$ cat config.mk
export PLATFORM = sky130hd
export DESIGN_NAME = imt_bank
export DESIGN_NICKNAME = d
export VERILOG_FILES = /design/src/logic/imt_bank.v
export VERILOG_INCLUDE_DIRS = /design/src /design/src/logic
export SDC_FILE = /design/constraint.sdc
export NUM_CORES = 1
export LEC_CHECK = 0
export BUFFER_PORTS_ARGS = -buffer_cell sky130_fd_sc_hd__buf_2
export CAP_MARGIN = 5
export CORE_MARGIN = 3
export CORE_UTILIZATION = 25
export DETAILED_ROUTE_END_ITERATION = 16
export MAX_ROUTING_LAYER = met4
export SLEW_MARGIN = 20
export SYNTH_ARGS = -nofsm -noshare
export SYNTH_HDL_FRONTEND = slang
export SYNTH_SLANG_ARGS = --single-unit
$ cat constraint.sdc
create_clock -name clock_i -period 12.15 [get_ports clock_i]
set_clock_uncertainty 0.2 [all_clocks]
set_input_delay 1.8225 -clock clock_i [delete_from_list [all_inputs] [get_ports clock_i]]
set_output_delay 1.8225 -clock clock_i [all_outputs]
set_load 0.05 [all_outputs]
$ cat src/logic/imt_defs.vh
// Constants of the interrupt mask and temperature offset register bank.
// Assumes inclusion by the bank's single design file only.
`ifndef IMT_DEFS_VH
`define IMT_DEFS_VH

// Register offsets
`define IMT_ADDR_MASK_PRIMARY   8'h1D
`define IMT_ADDR_MASK_SUPPLY    8'h1E
`define IMT_ADDR_INT_OFFSET     8'h1F
`define IMT_ADDR_EXT_OFFSET     8'h20
`define IMT_ADDR_ANALOG_OFFSET  8'h21
`define IMT_ADDR_STAT_PRIMARY   8'h40
`define IMT_ADDR_STAT_SUPPLY    8'h41

// Field positions
`define IMT_BIT_INT_HIGH        0
`define IMT_BIT_INT_LOW         1
`define IMT_BIT_EXT_HIGH        2
`define IMT_BIT_EXT_LOW         3
`define IMT_BIT_EXT_FAULT       4
`define IMT_BIT_AIN_TWO         5
`define IMT_BIT_AIN_THREE       6
`define IMT_BIT_AIN_FOUR        7
`define IMT_BIT_SUPPLY          4

// Reset values
`define IMT_RST_MASK_PRIMARY    8'h00
`define IMT_RST_MASK_SUPPLY     8'h00
`define IMT_RST_INT_OFFSET      8'h00
`define IMT_RST_EXT_OFFSET      8'h00
`define IMT_RST_ANALOG_OFFSET   8'hD8
`define IMT_RST_STATUS          8'h00
`define IMT_RST_RESULT          8'h00
`define IMT_RST_DAC_CODE        8'h00

// Value codes
`define IMT_DAC_DEADBAND        8'hFF
`define IMT_READ_IDLE           8'h00
`define IMT_TEMP_MAX            8'h7F
`define IMT_TEMP_MIN            8'h80

`endif

$ cat src/logic/imt_bank.v
// Interrupt mask, interrupt status and temperature offset register bank.
// Assumes one 100 MHz clock; events and raw results come from same-clock logic.
//
// The strobed register port was decided locally.
`timescale 1ns/10ps
`include "imt_defs.vh"

module imt_bank (
  input  wire       clock_i,         // 100 MHz clock
  input  wire       reset_i,         // Synchronous reset, active high
  input  wire [7:0] addr_i,          // Register address
  input  wire [7:0] wdata_i,         // Write data
  input  wire       wr_i,            // Write strobe
  input  wire       rd_i,            // Read strobe
  output reg  [7:0] rdata_o,         // Read data, cycle after rd_i
  input  wire [7:0] src_evt_i,       // Primary source event pulses
  input  wire       supply_evt_i,    // Any supply limit event pulse
  input  wire       int_valid_i,     // Internal raw result strobe
  input  wire [7:0] int_raw_i,       // Internal raw result, signed
  input  wire       ext_valid_i,     // External raw result strobe
  input  wire [7:0] ext_raw_i,       // External raw result, signed
  output reg        int_valid_o,     // Corrected internal result strobe
  output reg  [7:0] int_temp_o,      // Corrected internal result
  output reg        ext_valid_o,     // Corrected external result strobe
  output reg  [7:0] ext_temp_o,      // Corrected external result
  output reg  [7:0] dac_a_code_o,    // Thermal voltage code for first DAC
  output wire       irq_o            // Interrupt output, active high
);

  ////////////////////////////////////////////////////////////////////////////
  // Registers

  reg  [7:0] irq_mask_primary;
  reg  [7:0] irq_mask_supply;
  reg  [7:0] internal_temp_offset;
  reg  [7:0] external_temp_offset;
  reg  [7:0] internal_analog_out_offset;
  reg  [7:0] irq_stat_primary;
  reg        irq_stat_supply;

  wire wr_mask_p  = wr_i && (addr_i == `IMT_ADDR_MASK_PRIMARY);
  wire wr_mask_s  = wr_i && (addr_i == `IMT_ADDR_MASK_SUPPLY);
  wire wr_int_off = wr_i && (addr_i == `IMT_ADDR_INT_OFFSET);
  wire wr_ext_off = wr_i && (addr_i == `IMT_ADDR_EXT_OFFSET);
  wire wr_ana_off = wr_i && (addr_i == `IMT_ADDR_ANALOG_OFFSET);
  wire wr_stat_p  = wr_i && (addr_i == `IMT_ADDR_STAT_PRIMARY);
  wire wr_stat_s  = wr_i && (addr_i == `IMT_ADDR_STAT_SUPPLY);

  // Primary mask: one bit per source, a set bit holds that source off the pin
  always @(posedge clock_i) begin
    if (reset_i) begin
      irq_mask_primary <= `IMT_RST_MASK_PRIMARY;
    end else if (wr_mask_p) begin
      irq_mask_primary <= wdata_i;
    end
  end

  // Reserved supply mask bits are stored as written; software keeps them zero
  always @(posedge clock_i) begin
    if (reset_i) begin
      irq_mask_supply <= `IMT_RST_MASK_SUPPLY;
    end else if (wr_mask_s) begin
      irq_mask_supply <= wdata_i;
    end
  end

  // Channel offsets load as zero so an uncalibrated part reports raw values
  always @(posedge clock_i) begin
    if (reset_i) begin
      internal_temp_offset <= `IMT_RST_INT_OFFSET;
    end else if (wr_int_off) begin
      internal_temp_offset <= wdata_i;
    end
  end

  always @(posedge clock_i) begin
    if (reset_i) begin
      external_temp_offset <= `IMT_RST_EXT_OFFSET;
    end else if (wr_ext_off) begin
      external_temp_offset <= wdata_i;
    end
  end

  // Analog offset loads minus 40, which puts 0 V at minus 88 degrees
  always @(posedge clock_i) begin
    if (reset_i) begin
      internal_analog_out_offset <= `IMT_RST_ANALOG_OFFSET;
    end else if (wr_ana_off) begin
      internal_analog_out_offset <= wdata_i;
    end
  end

  ////////////////////////////////////////////////////////////////////////////
  // Sticky status, write one to clear; a new event beats the clear

  genvar gi;
  generate
    for (gi = 0; gi < 8; gi = gi + 1) begin : g_stat
      always @(posedge clock_i) begin
        if (reset_i) begin
          irq_stat_primary[gi] <= 1'b0;
        end else if (src_evt_i[gi]) begin
          irq_stat_primary[gi] <= 1'b1;
        end else if (wr_stat_p && wdata_i[gi]) begin
          irq_stat_primary[gi] <= 1'b0;
        end
      end
    end
  endgenerate

  always @(posedge clock_i) begin
    if (reset_i) begin
      irq_stat_supply <= 1'b0;
    end else if (supply_evt_i) begin
      irq_stat_supply <= 1'b1;
    end else if (wr_stat_s && wdata_i[`IMT_BIT_SUPPLY]) begin
      irq_stat_supply <= 1'b0;
    end
  end

  ////////////////////////////////////////////////////////////////////////////
  // Interrupt output: each primary bit has its own mask bit

  // Status still sets while its source is masked, so unmasking later raises the pin
  wire       pend_int_high     = irq_stat_primary[`IMT_BIT_INT_HIGH] & ~irq_mask_primary[`IMT_BIT_INT_HIGH];
  wire       pend_int_low      = irq_stat_primary[`IMT_BIT_INT_LOW] & ~irq_mask_primary[`IMT_BIT_INT_LOW];
  wire       pend_ext_high     = irq_stat_primary[`IMT_BIT_EXT_HIGH] & ~irq_mask_primary[`IMT_BIT_EXT_HIGH];
  wire       pend_ext_low      = irq_stat_primary[`IMT_BIT_EXT_LOW] & ~irq_mask_primary[`IMT_BIT_EXT_LOW];
  wire       pend_ext_fault    = irq_stat_primary[`IMT_BIT_EXT_FAULT] & ~irq_mask_primary[`IMT_BIT_EXT_FAULT];
  wire       pend_analog_two   = irq_stat_primary[`IMT_BIT_AIN_TWO] & ~irq_mask_primary[`IMT_BIT_AIN_TWO];
  wire       pend_analog_three = irq_stat_primary[`IMT_BIT_AIN_THREE] & ~irq_mask_primary[`IMT_BIT_AIN_THREE];
  wire       pend_analog_four  = irq_stat_primary[`IMT_BIT_AIN_FOUR] & ~irq_mask_primary[`IMT_BIT_AIN_FOUR];
  wire       pend_supply       = irq_stat_supply & ~irq_mask_supply[`IMT_BIT_SUPPLY];

  wire [7:0] pend_primary      = {pend_analog_four, pend_analog_three, pend_analog_two, pend_ext_fault,
                                  pend_ext_low, pend_ext_high, pend_int_low, pend_int_high};

  assign irq_o = (|pend_primary) | pend_supply;

  ////////////////////////////////////////////////////////////////////////////
  // Offset correction; channel sums saturate so a hot part never reads as cold

  function [7:0] sat_add;
    input [7:0] a;
    input [7:0] b;
    reg   [8:0] s;
    begin
      s = {a[7], a} + {b[7], b};
      if (s[8] != s[7]) begin
        sat_add = s[8] ? `IMT_TEMP_MIN : `IMT_TEMP_MAX;
      end else begin
        sat_add = s[7:0];
      end
    end
  endfunction

  wire [7:0] int_corr = sat_add(int_raw_i, internal_temp_offset);
  wire [7:0] ext_corr = sat_add(ext_raw_i, external_temp_offset);
  wire [8:0] ana_sum  = {int_corr[7], int_corr} +
                        {internal_analog_out_offset[7], internal_analog_out_offset};
  wire       ana_clamp = (ana_sum[8] != ana_sum[7]);

  // Internal channel: corrected result and its one-cycle strobe
  always @(posedge clock_i) begin
    if (reset_i) begin
      int_valid_o <= 1'b0;
      int_temp_o  <= `IMT_RST_RESULT;
    end else begin
      int_valid_o <= int_valid_i;
      if (int_valid_i) begin
        int_temp_o <= int_corr;
      end
    end
  end

  // External channel: same timing as the internal one
  always @(posedge clock_i) begin
    if (reset_i) begin
      ext_valid_o <= 1'b0;
      ext_temp_o  <= `IMT_RST_RESULT;
    end else begin
      ext_valid_o <= ext_valid_i;
      if (ext_valid_i) begin
        ext_temp_o <= ext_corr;
      end
    end
  end

  // First DAC code follows each internal result; overflow either way clamps high
  always @(posedge clock_i) begin
    if (reset_i) begin
      dac_a_code_o <= `IMT_RST_DAC_CODE;
    end else if (int_valid_i) begin
      if (ana_clamp) begin
        dac_a_code_o <= `IMT_DAC_DEADBAND;
      end else begin
        // Offset binary: minus 128 gives 0 V
        dac_a_code_o <= {~ana_sum[7], ana_sum[6:0]};
      end
    end
  end

  ////////////////////////////////////////////////////////////////////////////
  // Read port: data only in the cycle after the strobe, zero otherwise

  reg [7:0] next_rdata;

  always @* begin
    next_rdata = `IMT_READ_IDLE;
    if (!rd_i) begin
      next_rdata = `IMT_READ_IDLE;
    end else if (addr_i == `IMT_ADDR_MASK_PRIMARY) begin
      next_rdata = irq_mask_primary;
    end else if (addr_i == `IMT_ADDR_MASK_SUPPLY) begin
      next_rdata = irq_mask_supply;
    end else if (addr_i == `IMT_ADDR_INT_OFFSET) begin
      next_rdata = internal_temp_offset;
    end else if (addr_i == `IMT_ADDR_EXT_OFFSET) begin
      next_rdata = external_temp_offset;
    end else if (addr_i == `IMT_ADDR_ANALOG_OFFSET) begin
      next_rdata = internal_analog_out_offset;
    end else if (addr_i == `IMT_ADDR_STAT_PRIMARY) begin
      next_rdata = irq_stat_primary;
    end else if (addr_i == `IMT_ADDR_STAT_SUPPLY) begin
      next_rdata = {3'h0, irq_stat_supply, 4'h0};
    end
  end

  always @(posedge clock_i) begin
    if (reset_i) begin
      rdata_o <= `IMT_READ_IDLE;
    end else begin
      rdata_o <= next_rdata;
    end
  end

endmodule // imt_bank

Word level (Yosys, flattened, before mapping). Index checks and enable logic that the tools add are counted.

Flip-flop bits (word level): 83. Bits of input ports: 47. Output and inout port bits: 35. Logic and storage cells: 111.

Add/sub/neg operators: 3. Equal/unequal tests: 10. Mux-type cells: 30. Bitwise operators: 21. Reduce and logical (&&, ||, !) cells: 27.

Operators by type and width (number): 8-bit two-way mux (11); 8-bit by 8-bit adder with 9-bit output (3); 8-bit by 5-bit == test with 1-bit output (second input constant) (3); 1-bit two-way mux (18); 2-bit nonzero test (9); 8-bit by 6-bit == test with 1-bit output (second input constant) (2); 8-bit by 7-bit == test with 1-bit output (second input constant) (2); 1-bit logical AND (16); 1-bit NOT (11); 1-bit bitwise AND (9); 8-bit OR reduction (1); 5-bit two-way mux (1); 1-bit inequality test (3); 2-bit OR reduction (1); 1-bit bitwise OR (1).

Longest topological paths before layout.
Word-level depth: 8. Depth in mapped cells: 22. Depth with buffers taken out: 21.

Worst setup path after synthesis. No wires, ideal clock.

Path type: input -> register. Start point: input int_raw_i[0]. End point: register dac_a_code_o[2]. Library setup time: 0.128 ns. Data arrival time: 5.538 ns. Required time: 11.822 ns. Slack: 6.284 ns. Stages: 21. Path buffers: 1. Cells stage by stage: ha_1 inv_1 fa_1 nor2b_1 o2111a_1 nor3_1 nor2_1 buf_2 maj3_1 ha_1 a21o_1 a21oi_1 o21bai_1 a2111oi_0 nor3_1 xor2_1 ha_1 inv_1 nand2_1 o22ai_1 nor2_1.

Cells in the longest elaborated chain, start to end: 6.

Ends and longest elaborated chain: start, declared (RTL line imt_bank.v:19) `input wire [7:0] int_raw_i,`; 8-bit by 8-bit adder with 9-bit output (*) (RTL line imt_bank.v:148) `s = {a[7], a} + {b[7], b};`; 8-bit two-way mux (no line) or 1-bit inequality test (tied branches); 8-bit two-way mux (*) (RTL line imt_bank.v:149) `if (s[8] != s[7]) begin`; via int_corr[1] (RTL line imt_bank.v:157) `wire [7:0] int_corr = sat_add(int_raw_i, internal_temp_offset);`; 8-bit by 8-bit adder with 9-bit output (*) (RTL line imt_bank.v:159) `wire [8:0] ana_sum = {int_corr[7], int_corr} +`; 1-bit inequality test (RTL line imt_bank.v:161) `wire ana_clamp = (ana_sum[8] != ana_sum[7]);`; 8-bit two-way mux (*) (RTL line imt_bank.v:194) `if (ana_clamp) begin`; end signal, assigned (RTL line imt_bank.v:192) `` dac_a_code_o <= `IMT_RST_DAC_CODE; ``; end signal, assigned (RTL line imt_bank.v:195) `` dac_a_code_o <= `IMT_DAC_DEADBAND; ``; end signal, assigned (RTL line imt_bank.v:198) `dac_a_code_o <= {~ana_sum[7], ana_sum[6:0]};`; end, declared (RTL line imt_bank.v:26) `output reg [7:0] dac_a_code_o,`.

The timed path passes the listed nets; every way through them passes the cells marked *. A chain may end at the register's enable or synchronous reset.

Final worst setup path. Same ends and word-level chain as after synthesis.

==> flow_summary.json <==
{
  "status": "finished clean",
  "synth-warning-count": 0,
  "end_kind": "register",
  "die_x_um": 140,
  "postCtsSetupBuffers": 0,
  "synth_edf_count": 0,
  "drc": 0,
  "die_h_um": 140,
  "row_count": 48,
  "cp.arrival_ns": 6.07,
  "viasPerCell": 4.85,
  "drtIter0Drc": 338,
  "synth_xor_area_share_pct": 2.52,
  "relSlewSlack_pct": 40.6,
  "synth.most_common_cell": "dfxtp_1",
  "cts_root_buf": "clkbuf_16",
  "syn_inst": 551,
  "cts_buffer_depth": 2,
  "ant_nets": 0,
  "cp_top_family": "adder cells",
  "wl_per_cell_um": 15.0,
  "max_freq_ghz": 0.165,
  "vias": 4130,
  "final_cells": 852,
  "initial_core_util_pct": 25.8,
  "clock_sinks": 83,
  "critPathBufInv": 3,
  "yosysTopAreaCellShare_pct": 36.8,
  "drive_gt1_share_pct": 16.9,
  "cts_max_level": 3,
  "syn_area_sq_mm": 0.00451,
  "place_congestion": 0.884,
  "cts_buffers": 9,
  "synth_flop_cell": "dfxtp_1",
  "ios": 82,
  "stdcell_area_sq_mm": 0.00539,
  "cp_max_fo": 15,
  "finalCritPeriodShare_pct": 50.0,
  "grt_pass1_vias": 3853,
  "postCtsHoldBufs": 0,
  "grt_pass1_wl_mm": 20.6,
  "ctsResizeCount": 0,
  "dp_hpwl_mm": 9.64,
  "path_clk_slew_ns": 0.07,
  "grt_util_all_layers_pct": 13.4,
  "peakVddDrop_mv": 0.0559,
  "crit_top_cell": "ha_1",
  "syn_nets": 626,
  "crit_type": "input port to register",
  "yosys_register_bits": 83,
  "numPortBuffers": 81,
  "drt-total-wl_mm": 12.8,
  "finalHoldViolations": 0,
  "hold_path_class": "register to register",
  "fin_nets": 696,
  "placed_area_sq_mm": 0.00510,
  "cts_tree": "done",
  "post-route-util_pct": 30.9,
  "core_region_area_sq_mm": 0.0175,
  "maxSlewViolCount": 0,
  "ys_types": 57,
  "first_pass_iters": 5,
  "max_stage_delay_ns": 0.65,
  "dieArea_sq_mm": 0.0197,
  "synthTopCellsByArea": "dfxtp_1, ha_1, a21oi_1, nand2_1, nor2_1",
  "synth_compound_area_share_pct": 22.3,
  "final.min_clock_period_ns": 6.07,
  "synth_top_family_by_area": "compound AO/OA/AOI/OAI gates",
  "p_leak_nw": 2.29,
  "antenna_found_initial": 1,
  "dp_cells": 835,
  "worst_path_max_delay_cell": "nor2_1",
  "place_ws_ns": 5.71,
  "path_cells": "buf_2, ha_1, inv_1, fa_1, nor2b_1, o2111a_1, nor3_1, nor2_1, maj3_1, ha_1, a21o_1, a21oi_1, o21bai_1, a2111oi_0, nor3_1, xor2_1, ha_1, inv_1, nand2_1, o22ai_1, nor2_1",
  "async_flop_share_pct": 0,
  "drv_cap": 0,
  "critPathLaunchType": "input port",
  "setup_viol": 0,
  "fin_setup_tns_ns": 0,
  "holdWs_ns": 0.262,
  "seq_area_frac_synth_pct": 36.8,
  "worst_slack_ns": 6.08,
  "power_mw": 0.665,
  "worstPathRequired_ns": 12.15,
  "synth_commonest_cells": "dfxtp_1, nand2_1, nor2_1",
  "insertion_delay_ns": 0.35,
  "areaGrowthSynthToFinish_pct": 19.5,
  "yosys.area_share.simple_pct": 21.2,
  "yosysTopAreaCell": "dfxtp_1",
  "rsz0062_at_grt": "no",
  "pwr_density_cell_mw_per_mm2": 123,
  "tightestPinTransition_ns": 0.884,
  "grt_overflow": 0,
  "synth_mux_area_share_pct": 3.99,
  "grt_max_degree": 78,
  "synth_fa_ha_area_share_pct": 8.71,
  "synth_area_per_cell_sq_um": 8.19
}
cell families after synthesis:
| logic type | after synthesis |
|---|---|
| AOI/OAI and AO/OA | 156 |
| buffers and inverters | 48 |
| adders and majority gates | 30 |
| and+or+nand+nor | 203 |
| xor gates and xnor gates | 13 |
| muxes | 18 |
| DFF | 83 |
flip-flops by register name (all words and copies together), names as in the netlist:
name and count:
internal_temp_offset 8, irq_mask_supply 8, ext_temp_o 8, rdata_o 8
int_temp_o 8, external_temp_offset 8, dac_a_code_o 8, int_valid_o 1
irq_stat_supply 1, irq_mask_primary 8, ext_valid_o 1, irq_stat_primary 8
internal_analog_out_offset 8
worst min-delay path, cell delays in order (launching register included):
cell	delay, ns
dfxtp_1	0.32
nand2_1	0.05
a21oi_1	0.05
placed cells by master, fill, tap and decap left out, types with 17 or more instances in the layout:
cell      n
buf_2    81
mux2i_1  18
dfxtp_1  83
a21oi_1  61
o21ai_0  17
nor2_1   63
nand3_1  24
nand2_1  70
ha_1     25
inv_1    24
power breakdown:
group | switching [mW] | internal, mW | leakage (nW)
clock network | 0.122 | 0.148 | 0.141
registers | 0.00562 | 0.282 | 0.679
logic | 0.0744 | 0.0334 | 1.47
metal layers:
layer | global-route usage [%] | wire length (um) | share of wire [%]
met3 | 2.05 | 504 | 3.9
met5 | - | 0 | 0
met2 | 21.0 | 5880 | 46
met1 | 17.5 | 6150 | 48
met4 | 5.15 | 247 | 1.9
final timing paths:
path | startpoint | endpoint | slack (ns) | cells past startpoint
worst max-delay path | int_raw_i[0] | dac_a_code_o[2] | 6.08 | 21
worst min-delay path | irq_mask_primary[1] | irq_mask_primary[1] | 0.26 | 2
worst max register to register | internal_temp_offset[0] | dac_a_code_o[2] | 7.21 | 20
worst min register to register | irq_mask_primary[1] | irq_mask_primary[1] | 0.26 | 2
final cells by class:
type / count / area, sq um
Antenna cell: 1 / 2.50
Clock buffer: 10 / 239
Clock inverter: 6 / 51.3
Fill cell: 1883 / 12100
Inverter: 25 / 93.8
Multi-Input combinational cell: 420 / 2650
Sequential cell: 83 / 1660
Tap cell: 225 / 282
Timing Repair Buffer: 82 / 413
Power figures use the tool's default switching activity.
